### config.mk
export PLATFORM = sky130hd
export DESIGN_NAME = tsc_top
export DESIGN_NICKNAME = d
export VERILOG_FILES = /design/src/tsc_pkg.sv /design/src/tsc_top.sv
export SDC_FILE = /design/constraint.sdc
export NUM_CORES = 1
export LEC_CHECK = 0
export BUFFER_PORTS_ARGS = -buffer_cell sky130_fd_sc_hd__buf_2
export CELL_PAD_IN_SITES_DETAIL_PLACEMENT = 1
export CELL_PAD_IN_SITES_GLOBAL_PLACEMENT = 1
export CORE_ASPECT_RATIO = 0.7
export CORE_MARGIN = 2
export CORE_UTILIZATION = 35
export DETAILED_ROUTE_END_ITERATION = 6
export PLACE_DENSITY = 0.71
export RECOVER_POWER = 50
export SETUP_SLACK_MARGIN = 0.5
export SLEW_MARGIN = 20
export SYNTH_ARGS = -nofsm -noshare
export SYNTH_HDL_FRONTEND = slang
export SYNTH_SLANG_ARGS = --single-unit
### constraint.sdc
create_clock -name mclk_i -period 7.6 [get_ports mclk_i]
set_input_delay 0.38 -clock mclk_i [delete_from_list [all_inputs] [get_ports mclk_i]]
set_output_delay 0.38 -clock mclk_i [all_outputs]
set_load 0.03 [all_outputs]
### src/tsc_pkg.sv
// package: register map, field layout, reset values and timing counts of the touch sequencer
package tsc_pkg;

	localparam int MCLK_HZ = 25_000_000;
	localparam int CNT_W = 24;

	// converts a time in ns to clock cycles, rounded up, at least one
	function automatic int ns_to_cyc_up(input int ns);
		int c;
		c = (ns * (MCLK_HZ / 1_000_000) + 999) / 1000;
		return (c < 1) ? 1 : c;
	endfunction

	// register offsets
	localparam logic [3:0] ADDR_SPARE = 4'h0;
	localparam logic [3:0] ADDR_CTRL_A = 4'h1;
	localparam logic [3:0] ADDR_CTRL_B = 4'h2;
	localparam logic [3:0] ADDR_CTRL_C = 4'h3;
	localparam logic [3:0] ADDR_AUX_HI = 4'h4;
	localparam logic [3:0] ADDR_AUX_LO = 4'h5;
	localparam logic [3:0] ADDR_TEMP_HI = 4'h6;
	localparam logic [3:0] ADDR_TEMP_LO = 4'h7;
	localparam logic [3:0] ADDR_RES_BASE = 4'h8;
	localparam logic [3:0] ADDR_RES_LAST = 4'hd;
	localparam logic [3:0] ADDR_IDENT = 4'he;

	// reset values
	localparam logic [15:0] CTRL_A_RST = 16'h0000;
	localparam logic [15:0] CTRL_B_RST = 16'h4040;
	localparam logic [15:0] CTRL_C_RST = 16'h0000;

	// field positions, control a
	localparam int A_INT_EN = 15;
	localparam int A_CHAN_LSB = 12;
	localparam int A_MODE_LSB = 10;
	localparam int A_ACQ_LSB = 8;
	localparam int A_GAP_LSB = 0;
	// field positions, control b
	localparam int B_GPIO_EN = 13;
	localparam int B_GPIO_DATA = 12;
	localparam int B_GPIO_DIR = 11;
	localparam int B_GPIO_POL = 10;
	localparam int B_RANK_LSB = 5;
	localparam int B_SETTLE_LSB = 0;
	// field positions, control c
	localparam int C_TEMP_HI_ST = 15;
	localparam int C_TEMP_LO_ST = 14;
	localparam int C_AUX_HI_ST = 13;
	// kept clear of the channel select mask in bits 5:0
	localparam int C_AUX_LO_ST = 7;
	localparam int C_GPIO_ALERT_DIS = 12;
	localparam int C_EN_LSB = 8;
	localparam int C_SEL_LSB = 0;
	localparam int NUM_CH = 6;

	// conversion modes
	typedef enum logic [1:0] {
		TSC_MODE_OFF = 2'b00,
		TSC_MODE_SINGLE = 2'b01,
		TSC_MODE_SLAVE = 2'b10,
		TSC_MODE_MASTER = 2'b11
	} tsc_mode_t;

	// sequencer states, gray along the usual path
	typedef enum logic [2:0] {
		TSC_IDLE = 3'b000,
		TSC_SETTLE = 3'b001,
		TSC_ACQ = 3'b011,
		TSC_CONV = 3'b010,
		TSC_SORT = 3'b110,
		TSC_CLOSE = 3'b111,
		TSC_GAP = 3'b101
	} tsc_state_t;

	// times in ns and the derived cycle counts
	localparam int ACQ0_NS = 2000;
	localparam int ACQ1_NS = 4000;
	localparam int ACQ2_NS = 8000;
	localparam int ACQ3_NS = 16000;
	localparam int TEMP_ACQ_NS = 16000;
	localparam int CONV_NS = 7500;
	localparam int SORT_NS = 2000;
	localparam int SETTLE0_NS = 4000;
	localparam int SETTLE1_NS = 64000;
	localparam int SETTLE2_NS = 256000;
	localparam int SETTLE3_NS = 1024000;
	localparam int GAP_STEP_NS = 36840;
	localparam int GAP_MAX_NS = 9400000;
	localparam int ACQ0_CYC = ns_to_cyc_up(ACQ0_NS);
	localparam int ACQ1_CYC = ns_to_cyc_up(ACQ1_NS);
	localparam int ACQ2_CYC = ns_to_cyc_up(ACQ2_NS);
	localparam int ACQ3_CYC = ns_to_cyc_up(ACQ3_NS);
	localparam int TEMP_ACQ_CYC = ns_to_cyc_up(TEMP_ACQ_NS);
	localparam int CONV_CYC = ns_to_cyc_up(CONV_NS);
	localparam int SORT_CYC = ns_to_cyc_up(SORT_NS);
	localparam int SETTLE0_CYC = ns_to_cyc_up(SETTLE0_NS);
	localparam int SETTLE1_CYC = ns_to_cyc_up(SETTLE1_NS);
	// rounded down, the gap is a longest time
	localparam int GAP_STEP_CYC = GAP_STEP_NS * (MCLK_HZ / 1_000_000) / 1000;

endpackage

### src/tsc_top.sv
// touch converter control: gpio limit interrupt, sequence timing and register map
//
// How it works
// - control c bit 12 low lets gpio drive the limit interrupt, high blocks it
// - limit interrupt asserts when gpio data set, gpio is input, interrupt enabled
// - gpio only raises the interrupt in input direction
// - gpio interrupt holds until gpio pin or gpio enable bit changes
// - one settle delay precedes the first measurement of every screen channel
// - sequence without screen channels gets a single settle delay at its start
// - one closing settle delay follows the last measurement of each sequence
// - a measurement is acquisition plus conversion plus sort time
// - temperature uses a fixed 16 us acquisition, ignoring the setting
// - sort takes 2 us with rank window on, zero when off
// - each channel repeats measurement 1, 4, 8 or 16 times per window setting
// - sequence is settle per screen channel and sampling per channel, closing settle, then gap
// - gap interval is programmable from zero up to 9.4 ms
// - result registers 0x08 to 0x0d are read-only, reset zero, conversion updated
// - writable upper and lower limits for aux/battery and temperature
// - control c holds limit status, their enables, and sequence channel select
// - control b resets to 0x4040, other control and limit registers to zero
// - 0x0e reads a fixed revision and identity code
// - gpio direction bit 11: 0 output, 1 input with data following the pin
// - gpio active only when control b bit 13 is set
`timescale 1ns/1ps
module tsc_top
	import tsc_pkg::*;
#(
	parameter int SETTLE2_CYC = tsc_pkg::ns_to_cyc_up(tsc_pkg::SETTLE2_NS),
	parameter int SETTLE3_CYC = tsc_pkg::ns_to_cyc_up(tsc_pkg::SETTLE3_NS),
	parameter int GAP_STEP = tsc_pkg::GAP_STEP_CYC,
	parameter logic [15:0] PART_ID = 16'h5a01 // arbitrary value
)
(
	input wire logic mclk_i, // 25 MHz clock
	input wire logic rst_b_i, // synchronous reset, active low
	input wire logic [3:0] reg_addr_i, // register address
	input wire logic [15:0] reg_wdata_i, // write data
	input wire logic reg_wr_i, // write strobe
	input wire logic reg_rd_i, // read strobe
	output logic [15:0] reg_rdata_o, // read data, one cycle after strobe
	input wire logic [11:0] adc_data_i, // converter result, taken at end of conversion
	output logic [2:0] adc_chan_o, // analog channel address
	output logic adc_sample_o, // acquisition window
	output logic adc_convert_o, // conversion window
	output logic seq_busy_o, // sequence in progress
	input wire logic gpio_i, // gpio pin input
	output logic gpio_o, // gpio pin output
	output logic gpio_oe_o, // gpio pin output enable
	output logic limit_irq_n_o // limit interrupt, active low
);

	import tsc_pkg::*;

	if (SETTLE2_CYC < 1 || SETTLE3_CYC < 1 || GAP_STEP < 1 || GAP_STEP * 255 >= (1 << CNT_W))
	begin : g_bad_params
		$error("tsc_top: timing parameter out of range");
	end

	localparam logic [CNT_W-1:0] CNT_ONE = 24'h000001;
	localparam logic [CNT_W-1:0] GAP_STEP_W = CNT_W'(GAP_STEP);

	//////////////////////////////////////////////////////////////////////////////////
	// helper functions

	// channel index order: y pos, x pos, pressure 1, pressure 2, aux/battery, temperature
	function automatic logic is_screen(input logic [2:0] idx);
		return idx < 3'd4;
	endfunction

	function automatic logic [2:0] chan_code(input logic [2:0] idx);
		case (idx)
			3'd0: return 3'b111;
			3'd1: return 3'b110;
			3'd2: return 3'b101;
			3'd3: return 3'b100;
			3'd4: return 3'b011;
			default: return 3'b001;
		endcase
	endfunction

	// maps a channel address to a result index; 010 gives 4, and 000 or 001 give 5
	function automatic logic [2:0] code_to_idx(input logic [2:0] code);
		case (code)
			3'b111: return 3'd0;
			3'b110: return 3'd1;
			3'b101: return 3'd2;
			3'b100: return 3'd3;
			3'b011: return 3'd4;
			3'b010: return 3'd4;
			default: return 3'd5;
		endcase
	endfunction

	function automatic logic [4:0] rank_samples(input logic [1:0] code);
		case (code)
			2'b00: return 5'd1;
			2'b01: return 5'd4;
			2'b10: return 5'd8;
			default: return 5'd16;
		endcase
	endfunction

	// finds the first selected channel at or after start
	function automatic logic [3:0] next_chan(input logic [5:0] mask, input logic [2:0] start);
		logic [3:0] r;
		r = 4'd8;
		for (int i = NUM_CH - 1; i >= 0; i--)
		begin
			if (mask[i] && 3'(i) >= start)
			begin
				r = 4'(i);
			end
		end
		return r;
	endfunction

	//////////////////////////////////////////////////////////////////////////////////
	// register storage

	logic [15:0] spare_q;
	logic [15:0] ctrl_a_q;
	logic [15:0] ctrl_b_q;
	logic [15:0] ctrl_c_q;
	logic [15:0] aux_hi_q;
	logic [15:0] aux_lo_q;
	logic [15:0] temp_hi_q;
	logic [15:0] temp_lo_q;
	logic [15:0] result_q [NUM_CH];
	logic [3:0] status_q;
	logic gpio_data_q;
	logic gpio_pin_q;
	logic gpio_en_q;
	logic gpio_irq_q;

	logic wr_a;
	logic [1:0] mode;
	logic gpio_en;
	logic gpio_in_dir;
	logic gpio_pol;
	logic [1:0] rank_code;
	logic [5:0] sel_mask;

	assign wr_a = reg_wr_i && reg_addr_i == ADDR_CTRL_A;
	assign mode = ctrl_a_q[A_MODE_LSB +: 2];
	assign gpio_en = ctrl_b_q[B_GPIO_EN];
	assign gpio_in_dir = ctrl_b_q[B_GPIO_DIR];
	assign gpio_pol = ctrl_b_q[B_GPIO_POL];
	assign rank_code = ctrl_b_q[B_RANK_LSB +: 2];
	assign sel_mask = ctrl_c_q[C_SEL_LSB +: NUM_CH];

	// writes to read-only locations and to 0x0f are dropped
	always_ff @(posedge mclk_i)
	begin
		if (!rst_b_i)
		begin
			spare_q <= 16'h0000;
			ctrl_a_q <= CTRL_A_RST;
			ctrl_b_q <= CTRL_B_RST;
			ctrl_c_q <= CTRL_C_RST;
			aux_hi_q <= 16'h0000;
			aux_lo_q <= 16'h0000;
			temp_hi_q <= 16'h0000;
			temp_lo_q <= 16'h0000;
		end
		else if (reg_wr_i)
		begin
			case (reg_addr_i)
				ADDR_SPARE: spare_q <= reg_wdata_i;
				ADDR_CTRL_A: ctrl_a_q <= reg_wdata_i;
				ADDR_CTRL_B: ctrl_b_q <= reg_wdata_i;
				ADDR_CTRL_C: ctrl_c_q <= reg_wdata_i;
				ADDR_AUX_HI: aux_hi_q <= reg_wdata_i;
				ADDR_AUX_LO: aux_lo_q <= reg_wdata_i;
				ADDR_TEMP_HI: temp_hi_q <= reg_wdata_i;
				ADDR_TEMP_LO: temp_lo_q <= reg_wdata_i;
				default: ;
			endcase
		end
	end

	//////////////////////////////////////////////////////////////////////////////////
	// gpio

	// in input direction the data bit follows the pin through the polarity
	always_ff @(posedge mclk_i)
	begin
		if (!rst_b_i)
		begin
			gpio_data_q <= CTRL_B_RST[B_GPIO_DATA];
		end
		else if (gpio_en && gpio_in_dir)
		begin
			gpio_data_q <= gpio_pol ? gpio_i : ~gpio_i;
		end
		else if (reg_wr_i && reg_addr_i == ADDR_CTRL_B)
		begin
			gpio_data_q <= reg_wdata_i[B_GPIO_DATA];
		end
	end

	always_ff @(posedge mclk_i)
	begin
		if (!rst_b_i)
		begin
			gpio_o <= 1'b0;
			gpio_oe_o <= 1'b0;
		end
		else
		begin
			gpio_o <= gpio_pol ? gpio_data_q : ~gpio_data_q;
			gpio_oe_o <= gpio_en && !gpio_in_dir;
		end
	end

	always_ff @(posedge mclk_i)
	begin
		if (!rst_b_i)
		begin
			gpio_pin_q <= 1'b0;
			gpio_en_q <= 1'b0;
		end
		else
		begin
			gpio_pin_q <= gpio_i;
			gpio_en_q <= gpio_en;
		end
	end

	// a set in the same cycle as a change wins, so the request is never lost;
	// the set looks at the pin itself, since the data bit lags it by a cycle
	// and would otherwise re-arm the latch on the very change that clears it
	always_ff @(posedge mclk_i)
	begin
		if (!rst_b_i)
		begin
			gpio_irq_q <= 1'b0;
		end
		else if (gpio_en && gpio_in_dir && (gpio_pol ? gpio_i : ~gpio_i) &&
			!ctrl_c_q[C_GPIO_ALERT_DIS])
		begin
			gpio_irq_q <= 1'b1;
		end
		else if (gpio_i != gpio_pin_q || gpio_en != gpio_en_q)
		begin
			gpio_irq_q <= 1'b0;
		end
	end

	//////////////////////////////////////////////////////////////////////////////////
	// sequencer

	tsc_state_t state_q;
	logic [CNT_W-1:0] cnt_q;
	logic [2:0] chan_q;
	logic [4:0] samp_q;
	logic first_q;
	logic cycle_q;
	logic [5:0] run_mask_q;
	logic [3:0] nxt;
	logic [3:0] first_ch;
	logic no_screen;
	logic start;
	logic done;

	assign done = cnt_q == CNT_ONE;
	assign nxt = next_chan(run_mask_q, chan_q + 3'd1);
	assign first_ch = next_chan(sel_mask, 3'd0);
	assign no_screen = sel_mask[3:0] == 4'h0;
	assign start = wr_a && reg_wdata_i[A_MODE_LSB +: 2] != TSC_MODE_OFF;

	function automatic logic [CNT_W-1:0] settle_cyc(input logic [1:0] code);
		case (code)
			2'b00: return CNT_W'(SETTLE0_CYC);
			2'b01: return CNT_W'(SETTLE1_CYC);
			2'b10: return CNT_W'(SETTLE2_CYC);
			default: return CNT_W'(SETTLE3_CYC);
		endcase
	endfunction

	function automatic logic [CNT_W-1:0] acq_cyc(input logic [2:0] idx, input logic [1:0] code);
		if (idx == 3'd5)
		begin
			return CNT_W'(TEMP_ACQ_CYC);
		end
		case (code)
			2'b00: return CNT_W'(ACQ0_CYC);
			2'b01: return CNT_W'(ACQ1_CYC);
			2'b10: return CNT_W'(ACQ2_CYC);
			default: return CNT_W'(ACQ3_CYC);
		endcase
	endfunction

	logic [CNT_W-1:0] settle_len;
	logic [CNT_W-1:0] gap_len;
	assign settle_len = settle_cyc(ctrl_b_q[B_SETTLE_LSB +: 2]);
	assign gap_len = CNT_W'(ctrl_a_q[A_GAP_LSB +: 8]) * GAP_STEP_W;

	// one counter, loaded on entry to each phase, runs on the single clock
	always_ff @(posedge mclk_i)
	begin
		if (!rst_b_i)
		begin
			state_q <= TSC_IDLE;
			cnt_q <= CNT_ONE;
			chan_q <= 3'd0;
			samp_q <= 5'd0;
			first_q <= 1'b0;
			cycle_q <= 1'b0;
			run_mask_q <= 6'h00;
		end
		else if (wr_a && reg_wdata_i[A_MODE_LSB +: 2] == TSC_MODE_OFF)
		begin
			state_q <= TSC_IDLE;
		end
		else
		begin
			case (state_q)
				TSC_IDLE:
				begin
					if (start && reg_wdata_i[A_MODE_LSB +: 2] == TSC_MODE_SINGLE)
					begin
						run_mask_q <= 6'h01 << code_to_idx(reg_wdata_i[A_CHAN_LSB +: 3]);
						chan_q <= code_to_idx(reg_wdata_i[A_CHAN_LSB +: 3]);
						cycle_q <= 1'b0;
						state_q <= TSC_SETTLE;
						cnt_q <= settle_len;
						samp_q <= 5'd0;
					end
					else if ((start || cycle_q) && !first_ch[3])
					begin
						run_mask_q <= sel_mask;
						chan_q <= first_ch[2:0];
						first_q <= 1'b1;
						cycle_q <= 1'b0;
						samp_q <= 5'd0;
						if (is_screen(first_ch[2:0]) || no_screen)
						begin
							state_q <= TSC_SETTLE;
							cnt_q <= settle_len;
						end
						else
						begin
							state_q <= TSC_ACQ;
							cnt_q <= acq_cyc(first_ch[2:0], ctrl_a_q[A_ACQ_LSB +: 2]);
						end
					end
				end
				TSC_SETTLE:
				begin
					if (done)
					begin
						state_q <= TSC_ACQ;
						cnt_q <= acq_cyc(chan_q, ctrl_a_q[A_ACQ_LSB +: 2]);
					end
					else
					begin
						cnt_q <= cnt_q - CNT_ONE;
					end
				end
				TSC_ACQ:
				begin
					if (done)
					begin
						state_q <= TSC_CONV;
						cnt_q <= CNT_W'(CONV_CYC);
					end
					else
					begin
						cnt_q <= cnt_q - CNT_ONE;
					end
				end
				TSC_CONV, TSC_SORT:
				begin
					if (!done)
					begin
						cnt_q <= cnt_q - CNT_ONE;
					end
					else if (state_q == TSC_CONV && rank_code != 2'b00)
					begin
						state_q <= TSC_SORT;
						cnt_q <= CNT_W'(SORT_CYC);
					end
					else if (samp_q + 5'd1 < rank_samples(rank_code))
					begin
						samp_q <= samp_q + 5'd1;
						state_q <= TSC_ACQ;
						cnt_q <= acq_cyc(chan_q, ctrl_a_q[A_ACQ_LSB +: 2]);
					end
					else if (!nxt[3])
					begin
						samp_q <= 5'd0;
						first_q <= 1'b0;
						chan_q <= nxt[2:0];
						if (is_screen(nxt[2:0]))
						begin
							state_q <= TSC_SETTLE;
							cnt_q <= settle_len;
						end
						else
						begin
							state_q <= TSC_ACQ;
							cnt_q <= acq_cyc(nxt[2:0], ctrl_a_q[A_ACQ_LSB +: 2]);
						end
					end
					else
					begin
						state_q <= TSC_CLOSE;
						cnt_q <= settle_len;
					end
				end
				TSC_CLOSE:
				begin
					if (!done)
					begin
						cnt_q <= cnt_q - CNT_ONE;
					end
					else if (gap_len != 24'h000000)
					begin
						state_q <= TSC_GAP;
						cnt_q <= gap_len;
					end
					else
					begin
						state_q <= TSC_IDLE;
						cycle_q <= mode == TSC_MODE_MASTER;
					end
				end
				TSC_GAP:
				begin
					if (done)
					begin
						state_q <= TSC_IDLE;
						cycle_q <= mode == TSC_MODE_MASTER;
					end
					else
					begin
						cnt_q <= cnt_q - CNT_ONE;
					end
				end
				default: state_q <= TSC_IDLE;
			endcase
		end
	end

	//////////////////////////////////////////////////////////////////////////////////
	// results and limits

	logic conv_end;
	assign conv_end = state_q == TSC_CONV && done;

	// filtering is out of scope here: the last sample of the window is kept
	always_ff @(posedge mclk_i)
	begin
		if (!rst_b_i)
		begin
			for (int i = 0; i < NUM_CH; i++)
			begin
				result_q[i] <= 16'h0000;
			end
		end
		else if (conv_end)
		begin
			result_q[chan_q] <= {4'h0, adc_data_i};
		end
	end

	// status bits: hardware set wins over a write-one clear in the same cycle
	logic [3:0] st_set;
	logic [3:0] st_clr;
	always_comb
	begin
		st_set = 4'h0;
		if (conv_end && chan_q == 3'd5)
		begin
			st_set[3] = {4'h0, adc_data_i} > temp_hi_q;
			st_set[2] = {4'h0, adc_data_i} < temp_lo_q;
		end
		if (conv_end && chan_q == 3'd4)
		begin
			st_set[1] = {4'h0, adc_data_i} > aux_hi_q;
			st_set[0] = {4'h0, adc_data_i} < aux_lo_q;
		end
		st_clr = 4'h0;
		if (reg_wr_i && reg_addr_i == ADDR_CTRL_C)
		begin
			st_clr = {reg_wdata_i[C_TEMP_HI_ST], reg_wdata_i[C_TEMP_LO_ST],
				reg_wdata_i[C_AUX_HI_ST], reg_wdata_i[C_AUX_LO_ST]};
		end
	end

	always_ff @(posedge mclk_i)
	begin
		if (!rst_b_i)
		begin
			status_q <= 4'h0;
		end
		else
		begin
			status_q <= st_set | (status_q & ~st_clr);
		end
	end

	//////////////////////////////////////////////////////////////////////////////////
	// outputs and read port

	logic [15:0] ctrl_b_rd;
	logic [15:0] ctrl_c_rd;
	always_comb
	begin
		ctrl_b_rd = ctrl_b_q;
		ctrl_b_rd[B_GPIO_DATA] = gpio_data_q;
		ctrl_c_rd = ctrl_c_q;
		ctrl_c_rd[C_TEMP_HI_ST] = status_q[3];
		ctrl_c_rd[C_TEMP_LO_ST] = status_q[2];
		ctrl_c_rd[C_AUX_HI_ST] = status_q[1];
		ctrl_c_rd[C_AUX_LO_ST] = status_q[0];
	end

	always_ff @(posedge mclk_i)
	begin
		if (!rst_b_i)
		begin
			reg_rdata_o <= 16'h0000;
		end
		else if (reg_rd_i)
		begin
			case (reg_addr_i)
				ADDR_SPARE: reg_rdata_o <= spare_q;
				ADDR_CTRL_A: reg_rdata_o <= ctrl_a_q;
				ADDR_CTRL_B: reg_rdata_o <= ctrl_b_rd;
				ADDR_CTRL_C: reg_rdata_o <= ctrl_c_rd;
				ADDR_AUX_HI: reg_rdata_o <= aux_hi_q;
				ADDR_AUX_LO: reg_rdata_o <= aux_lo_q;
				ADDR_TEMP_HI: reg_rdata_o <= temp_hi_q;
				ADDR_TEMP_LO: reg_rdata_o <= temp_lo_q;
				ADDR_IDENT: reg_rdata_o <= PART_ID;
				default:
				begin
					if (reg_addr_i >= ADDR_RES_BASE && reg_addr_i <= ADDR_RES_LAST)
					begin
						reg_rdata_o <= result_q[3'(reg_addr_i - ADDR_RES_BASE)];
					end
					else
					begin
						reg_rdata_o <= 16'h0000;
					end
				end
			endcase
		end
	end

	always_ff @(posedge mclk_i)
	begin
		if (!rst_b_i)
		begin
			adc_chan_o <= 3'b000;
			adc_sample_o <= 1'b0;
			adc_convert_o <= 1'b0;
			seq_busy_o <= 1'b0;
			limit_irq_n_o <= 1'b1;
		end
		else
		begin
			adc_chan_o <= (state_q == TSC_IDLE) ? 3'b000 : chan_code(chan_q);
			adc_sample_o <= state_q == TSC_ACQ;
			adc_convert_o <= state_q == TSC_CONV;
			seq_busy_o <= state_q != TSC_IDLE;
			limit_irq_n_o <= !(ctrl_a_q[A_INT_EN] &&
				(gpio_irq_q || (status_q & ctrl_c_q[C_EN_LSB +: 4]) != 4'h0));
		end
	end

endmodule
Word level (Yosys, flattened, before mapping). Memories as Yosys holds them, arrays and structs flattened. Index checks and enable logic that the tools add are counted.

$add $sub $neg: 4. $mul: 1. Order comparisons: 15. Equal/unequal tests: 51. Shift-type cells: 1. Muxes and demuxes: 128. Bitwise gates (word level): 8. Reduce and logical (&&, ||, !) cells: 69.

Operator list (count): $mux 24 (20); $pmux 16 s9 (1); $pmux 24 s6 (1); $mux 3 (22); $mux 5 (11); $mux 4 (13); $pmux 15 s3 (1); $mux 1 (43); $eq 3x3->1 const B (11); $gt 12x16->1 (2); $lt 12x16->1 (2); $pmux 3 s5 (2); $pmux 9 s3 (1); $eq 24x1->1 const B (1); $reduce_bool 24->1 (1); $sub 24x1->24 const B (1); $logic_and 1x1->1 (23); $ne 2x2->1 const B (10); $eq 3x2->1 const B (6); $mul 8x10->18 const B (1); $pmux 3 s6 (1); $reduce_and 6->1 (3); $eq 4x3->1 const B (4); $mux 16 (1); 45 further kinds (95).

Register bits: 200. Bits in writable memories: 72. Input bits: 37. Output and inout bits: 25. Word-level logic and storage cells: 305. Memories: 1.

Memories: result_q (depth 6, bits a word 12, read ports 1, clocked after Yosys merged registers in 0, write ports 6, line tsc_top.sv:128) `logic [15:0] result_q [NUM_CH];`.

Logic depth before layout (Yosys ltp).
Word-level depth: 26. Mapped depth: 20. Gate-level depth less buffers: 18.

Worst setup path before layout. Ideal clock, no wire load.

Kind: register to register. Start point: reg ctrl_a_q[6]. End point: reg cnt_q[2]. Arrival: 5.021 ns. Required time: 7.499 ns. Path slack: 2.478 ns. Stages on the path, launching flop included: 19. Period minus slack after synthesis: 5.122 ns. Path through: dfxtp_1 -> inv_1 -> ha_1 -> fa_1 -> inv_1 -> fa_1 -> fa_1 -> ha_1 -> or2_2 -> or3_1 -> o211a_1 -> a21oi_1 -> nand4_1 -> or4b_2 -> o21ai_1 -> buf_4 -> buf_2 -> nand3_1 -> o41ai_1.

Longest elaborated chain between the ends: 4.

RTL lines: from (decl) (line tsc_top.sv:121) `logic [15:0] ctrl_a_q;`; from (signal assigned) (line tsc_top.sv:169) `ADDR_CTRL_A: ctrl_a_q <= reg_wdata_i;`; $mul 8x10->18 (line tsc_top.sv:296) `assign gap_len = CNT_W'(ctrl_a_q[A_GAP_LSB +: 8]) * GAP_STEP_W;`; $reduce_bool 24->1 (line tsc_top.sv:417) `else if (gap_len != 24'h000000)`; $ne 3x3->1 (no source line); $reduce_and 5->1 (no source line); to (signal assigned) (line tsc_top.sv:415) `cnt_q <= cnt_q - CNT_ONE;`; to (signal assigned) (line tsc_top.sv:420) `cnt_q <= gap_len;`; to (signal assigned) (line tsc_top.sv:437) `cnt_q <= cnt_q - CNT_ONE;`; to (decl) (line tsc_top.sv:253) `logic [CNT_W-1:0] cnt_q;`.

No other way between the ends. A chain may end at the register's enable or synchronous reset.

Worst setup path after layout.
Start point: reg ctrl_a_q[6]. End point: reg cnt_q[11].

Longest elaborated chain between the ends: 4. Elaborated cells between the ends (all ways): 7.

RTL lines (line): $mul 8x10->18 * (tsc_top.sv:296); $reduce_bool 24->1 / $mux 24 (equally long branches) (tsc_top.sv:417); $ne 3x3->1 (no source line) / $mux 24 (equally long branches); $reduce_and 5->1 (no source line) / $pmux 24 s6 (equally long branches).

Every way passes the cells marked *; elsewhere a longest branch is shown, timed or not. The select of a mux whose other input is x is not followed.

==> results.toml <==
[timing]
hold_viol = 0
fin_skew_ps = 19.73
finalSetupViolations = 0
grt_setup_unrepaired = "false"
finalCritPeriodShare_pct = 84.05
worst_slack_ps = 1212
max_slew.worst_pin.slew_ps = 4929
finalSetupTns_ps = 0
period_needed_ps = 6388
fmax_mhz = 156.6
slew_viol_final = 182
worst_slew_margin_rel_pct = -228.6

[cts]
cts_max_path_buffers = 3
ctsRootBufferMaster = "clkbuf_16"
cts-resized-gates = 0
clk_latency_ps = 600
clock_sinks = 280
post_cts_buffers = 0
cts_max_level = 1
path_clk_slew_ps = 60
cts-hold-fix-buffers = 0
cts_buffers = 31
cts_tree = "yes"

[synthesis]
synthArstFlopShare_pct = 0
synth_edf_count = 82
synth_nets = 2135
synth.distinct_cells = 81
yosys_warnings = 0
yosysSeqAreaShare_pct = 39.35
yosysTopAreaCell = "dfxtp_1"
synth-xor-area-share_pct = 1.555
synth_top_family_by_area = "simple AND/OR/NAND/NOR gates"
avgSynthCellArea_um2 = 8.285
ys_ff_latch = 280
synth_top_area_share_pct = 24.27
synthCells = 1971
synth_area_um2 = 16330
yosysMostFrequentCell = "nand2_1"
synth_compound_area_share_pct = 20.20
synthTopCellsByCount = "nand2_1, a21oi_1, dfxtp_1"
synthSimpleGateAreaFrac_pct = 20.22
ys_top_cells_by_area = "dfxtp_1, edfxtp_1, ha_1"
synthAdderAreaFrac_pct = 10.51
synthFlopType = "dfxtp_1"
synthMuxAreaShare_pct = 2.214

[global_route]
overflow = 0
grt_max_degree = 102
antenna_found_initial = 2
grt_pass1_wl_um = 93690
track_usage_pct = 25.31
grt_pass1_vias = 15180

[power]
switchingPower_w = 0.0008995
power_switching_share_pct = 26.93
p_per_area_nw_per_um2 = 186.1
combPwrFrac_pct = 9.3
seqPwrFrac_pct = 47.3
p_clk_share_pct = 43.4
p_leak_nw = 6.548
power_w = 0.003340
vdd_drop_max_mv = 0.1770
internal_power_w = 0.002441

[finish]
area_growth_pct = 9.923
layout.cells.non_filler = 2598
final_area_um2 = 17950
drive_above_1_share_pct = 7.103
fillers = 5531
final_nets = 2128

[drt]
vias = 15350
drc = 0
viasPerCell = 5.909
drtPass1Iterations = 5
ant_nets = 0
wl_um = 61870
wl_per_cell_um = 23.81
drtIter0Drc = 1517

[place]
dp_cells = 2543
dp_slack_ps = 1249
placed_area_um2 = 17110
finalWeightedCongestion = 0.9220
placement.io_buffers = 61
hpwlAfterDp_um = 44410

[critical_path]
crit_arrival_ps = 6890
cp-end-kind = "flop"
crit_fanout = 20
crit_required_ps = 8100
startpoint = "ctrl_a_q[6]"
r2r-start = "ctrl_a_q[6]"
start_kind = "flop"
critPathKind = "flop to flop"

[floorplan]
core_um2 = 46240
fp.dieW_um = 262.2
die_y_um = 184.7
initial_core_util_pct = 35.31
row_count = 66
ios = 62
fp.dieArea_um2 = 48430

[outcome]
status = "complete, but fails checks"
violations = "capacitance limit, slew limit"

[run]
maxCapViolCount = 3

[min_path]
hp-start = "gpio_i"
hp-class = "input port to flop"
-- registers in the layout, summed over array words and instances, names as in the netlist, 15 cells and up --
register	flops
spare_q	16
aux_hi_q	16
ctrl_b_q	15
result_q	82
reg_rdata_o	16
ctrl_a_q	16
cnt_q	24
temp_lo_q	16
temp_hi_q	16
aux_lo_q	16
-- power by group through the flow --
stage,Sequential [W],Clock [W],Combinational (W)
floorplan,0.00161,0,0.000187
global placement,0.00161,0,0.000298
detailed placement,0.00161,0,0.000307
CTS,0.00158,0.00147,0.000308
global route,0.00158,0.00152,0.000336
finish,0.00158,0.00145,0.000311
-- layer usage --
metal / global-route usage (%) / part of all wire [%]
met1: 38.34 / 48
met4: 5.379 / 2.2
met5: 0 / 0.021
met3: 4.084 / 8.1
met2: 37.35 / 42
-- layout by cell type, fill, tap and decap left out, drive strengths merged, types with 7 or more instances in the layout --
cell / n
a221oi: 16
fa: 17
a21oi: 227
nor2b: 11
or4: 7
nor3: 47
nand3: 45
buf: 55
nand2b: 21
ha: 110
nand2: 361
a21o: 8
edfxtp: 82
a31oi: 26
o211ai: 20
and3: 7
and2: 27
mux2i: 8
o31ai: 11
clkinv: 9
dfxtp: 198
or3: 12
inv: 116
a22o: 8
xor2: 14
nor4: 16
xnor2: 15
o22ai: 19
a22oi: 37
a211oi: 15
nand4: 14
o221ai: 11
clkbuf: 74
nor2: 135
mux2: 21
o21ai: 82
-- stage by stage --
step | util, % | hold slack [ps]
6_report | 38.81 | 103.1
5_1_grt | 38.81 | 106.7
4_1_cts | 39.00 | 96.11
3_5_place_dp | 37.00 | 419.7
3_3_place_gp | 37.00 | 399.3
2_1_floorplan | - | 381.5
-- path summary, 6_finish.rpt --
check,end,cells past startpoint,slack (ps)
max,cnt_q[11],17,1210
min,gpio_pin_q,2,100
max reg2reg,cnt_q[11],17,1210
min reg2reg,limit_irq_n_o,1,440
-- critical path: stages, from the launching register on --
cell and delay, ps:
dfxtp_1 510, inv_1 90, ha_1 340, fa_1 550, inv_1 50, fa_1 530, fa_1 430, ha_1 270
or2_2 350, a211oi_1 420, o31ai_1 140, a21oi_1 190, xor2_1 310, or4b_2 700, o21ai_2 740, buf_4 370
nor2_1 80, a211oi_1 210
-- final cells by class --
type	instances	area [µm²]	share of cell area (%)
clock buffer	41	823.3	4.587
timing repair buffer	88	446.7	2.488
inverter	115	436.7	2.433
clock inverter	13	103.9	0.5786
sequential	280	6426	35.80
multi-input combinational	1448	8945	49.83
tap	612	765.7	4.266
antenna	1	2.502	0.01394
-- kinds of logic after synthesis --
logic type | after synthesis
compound gates | 533
xor+xnor | 29
fa+ha+maj | 127
buf+inv | 243
flops | 280
mux | 31
simple gates | 728
Power figures use the tool's default switching activity.
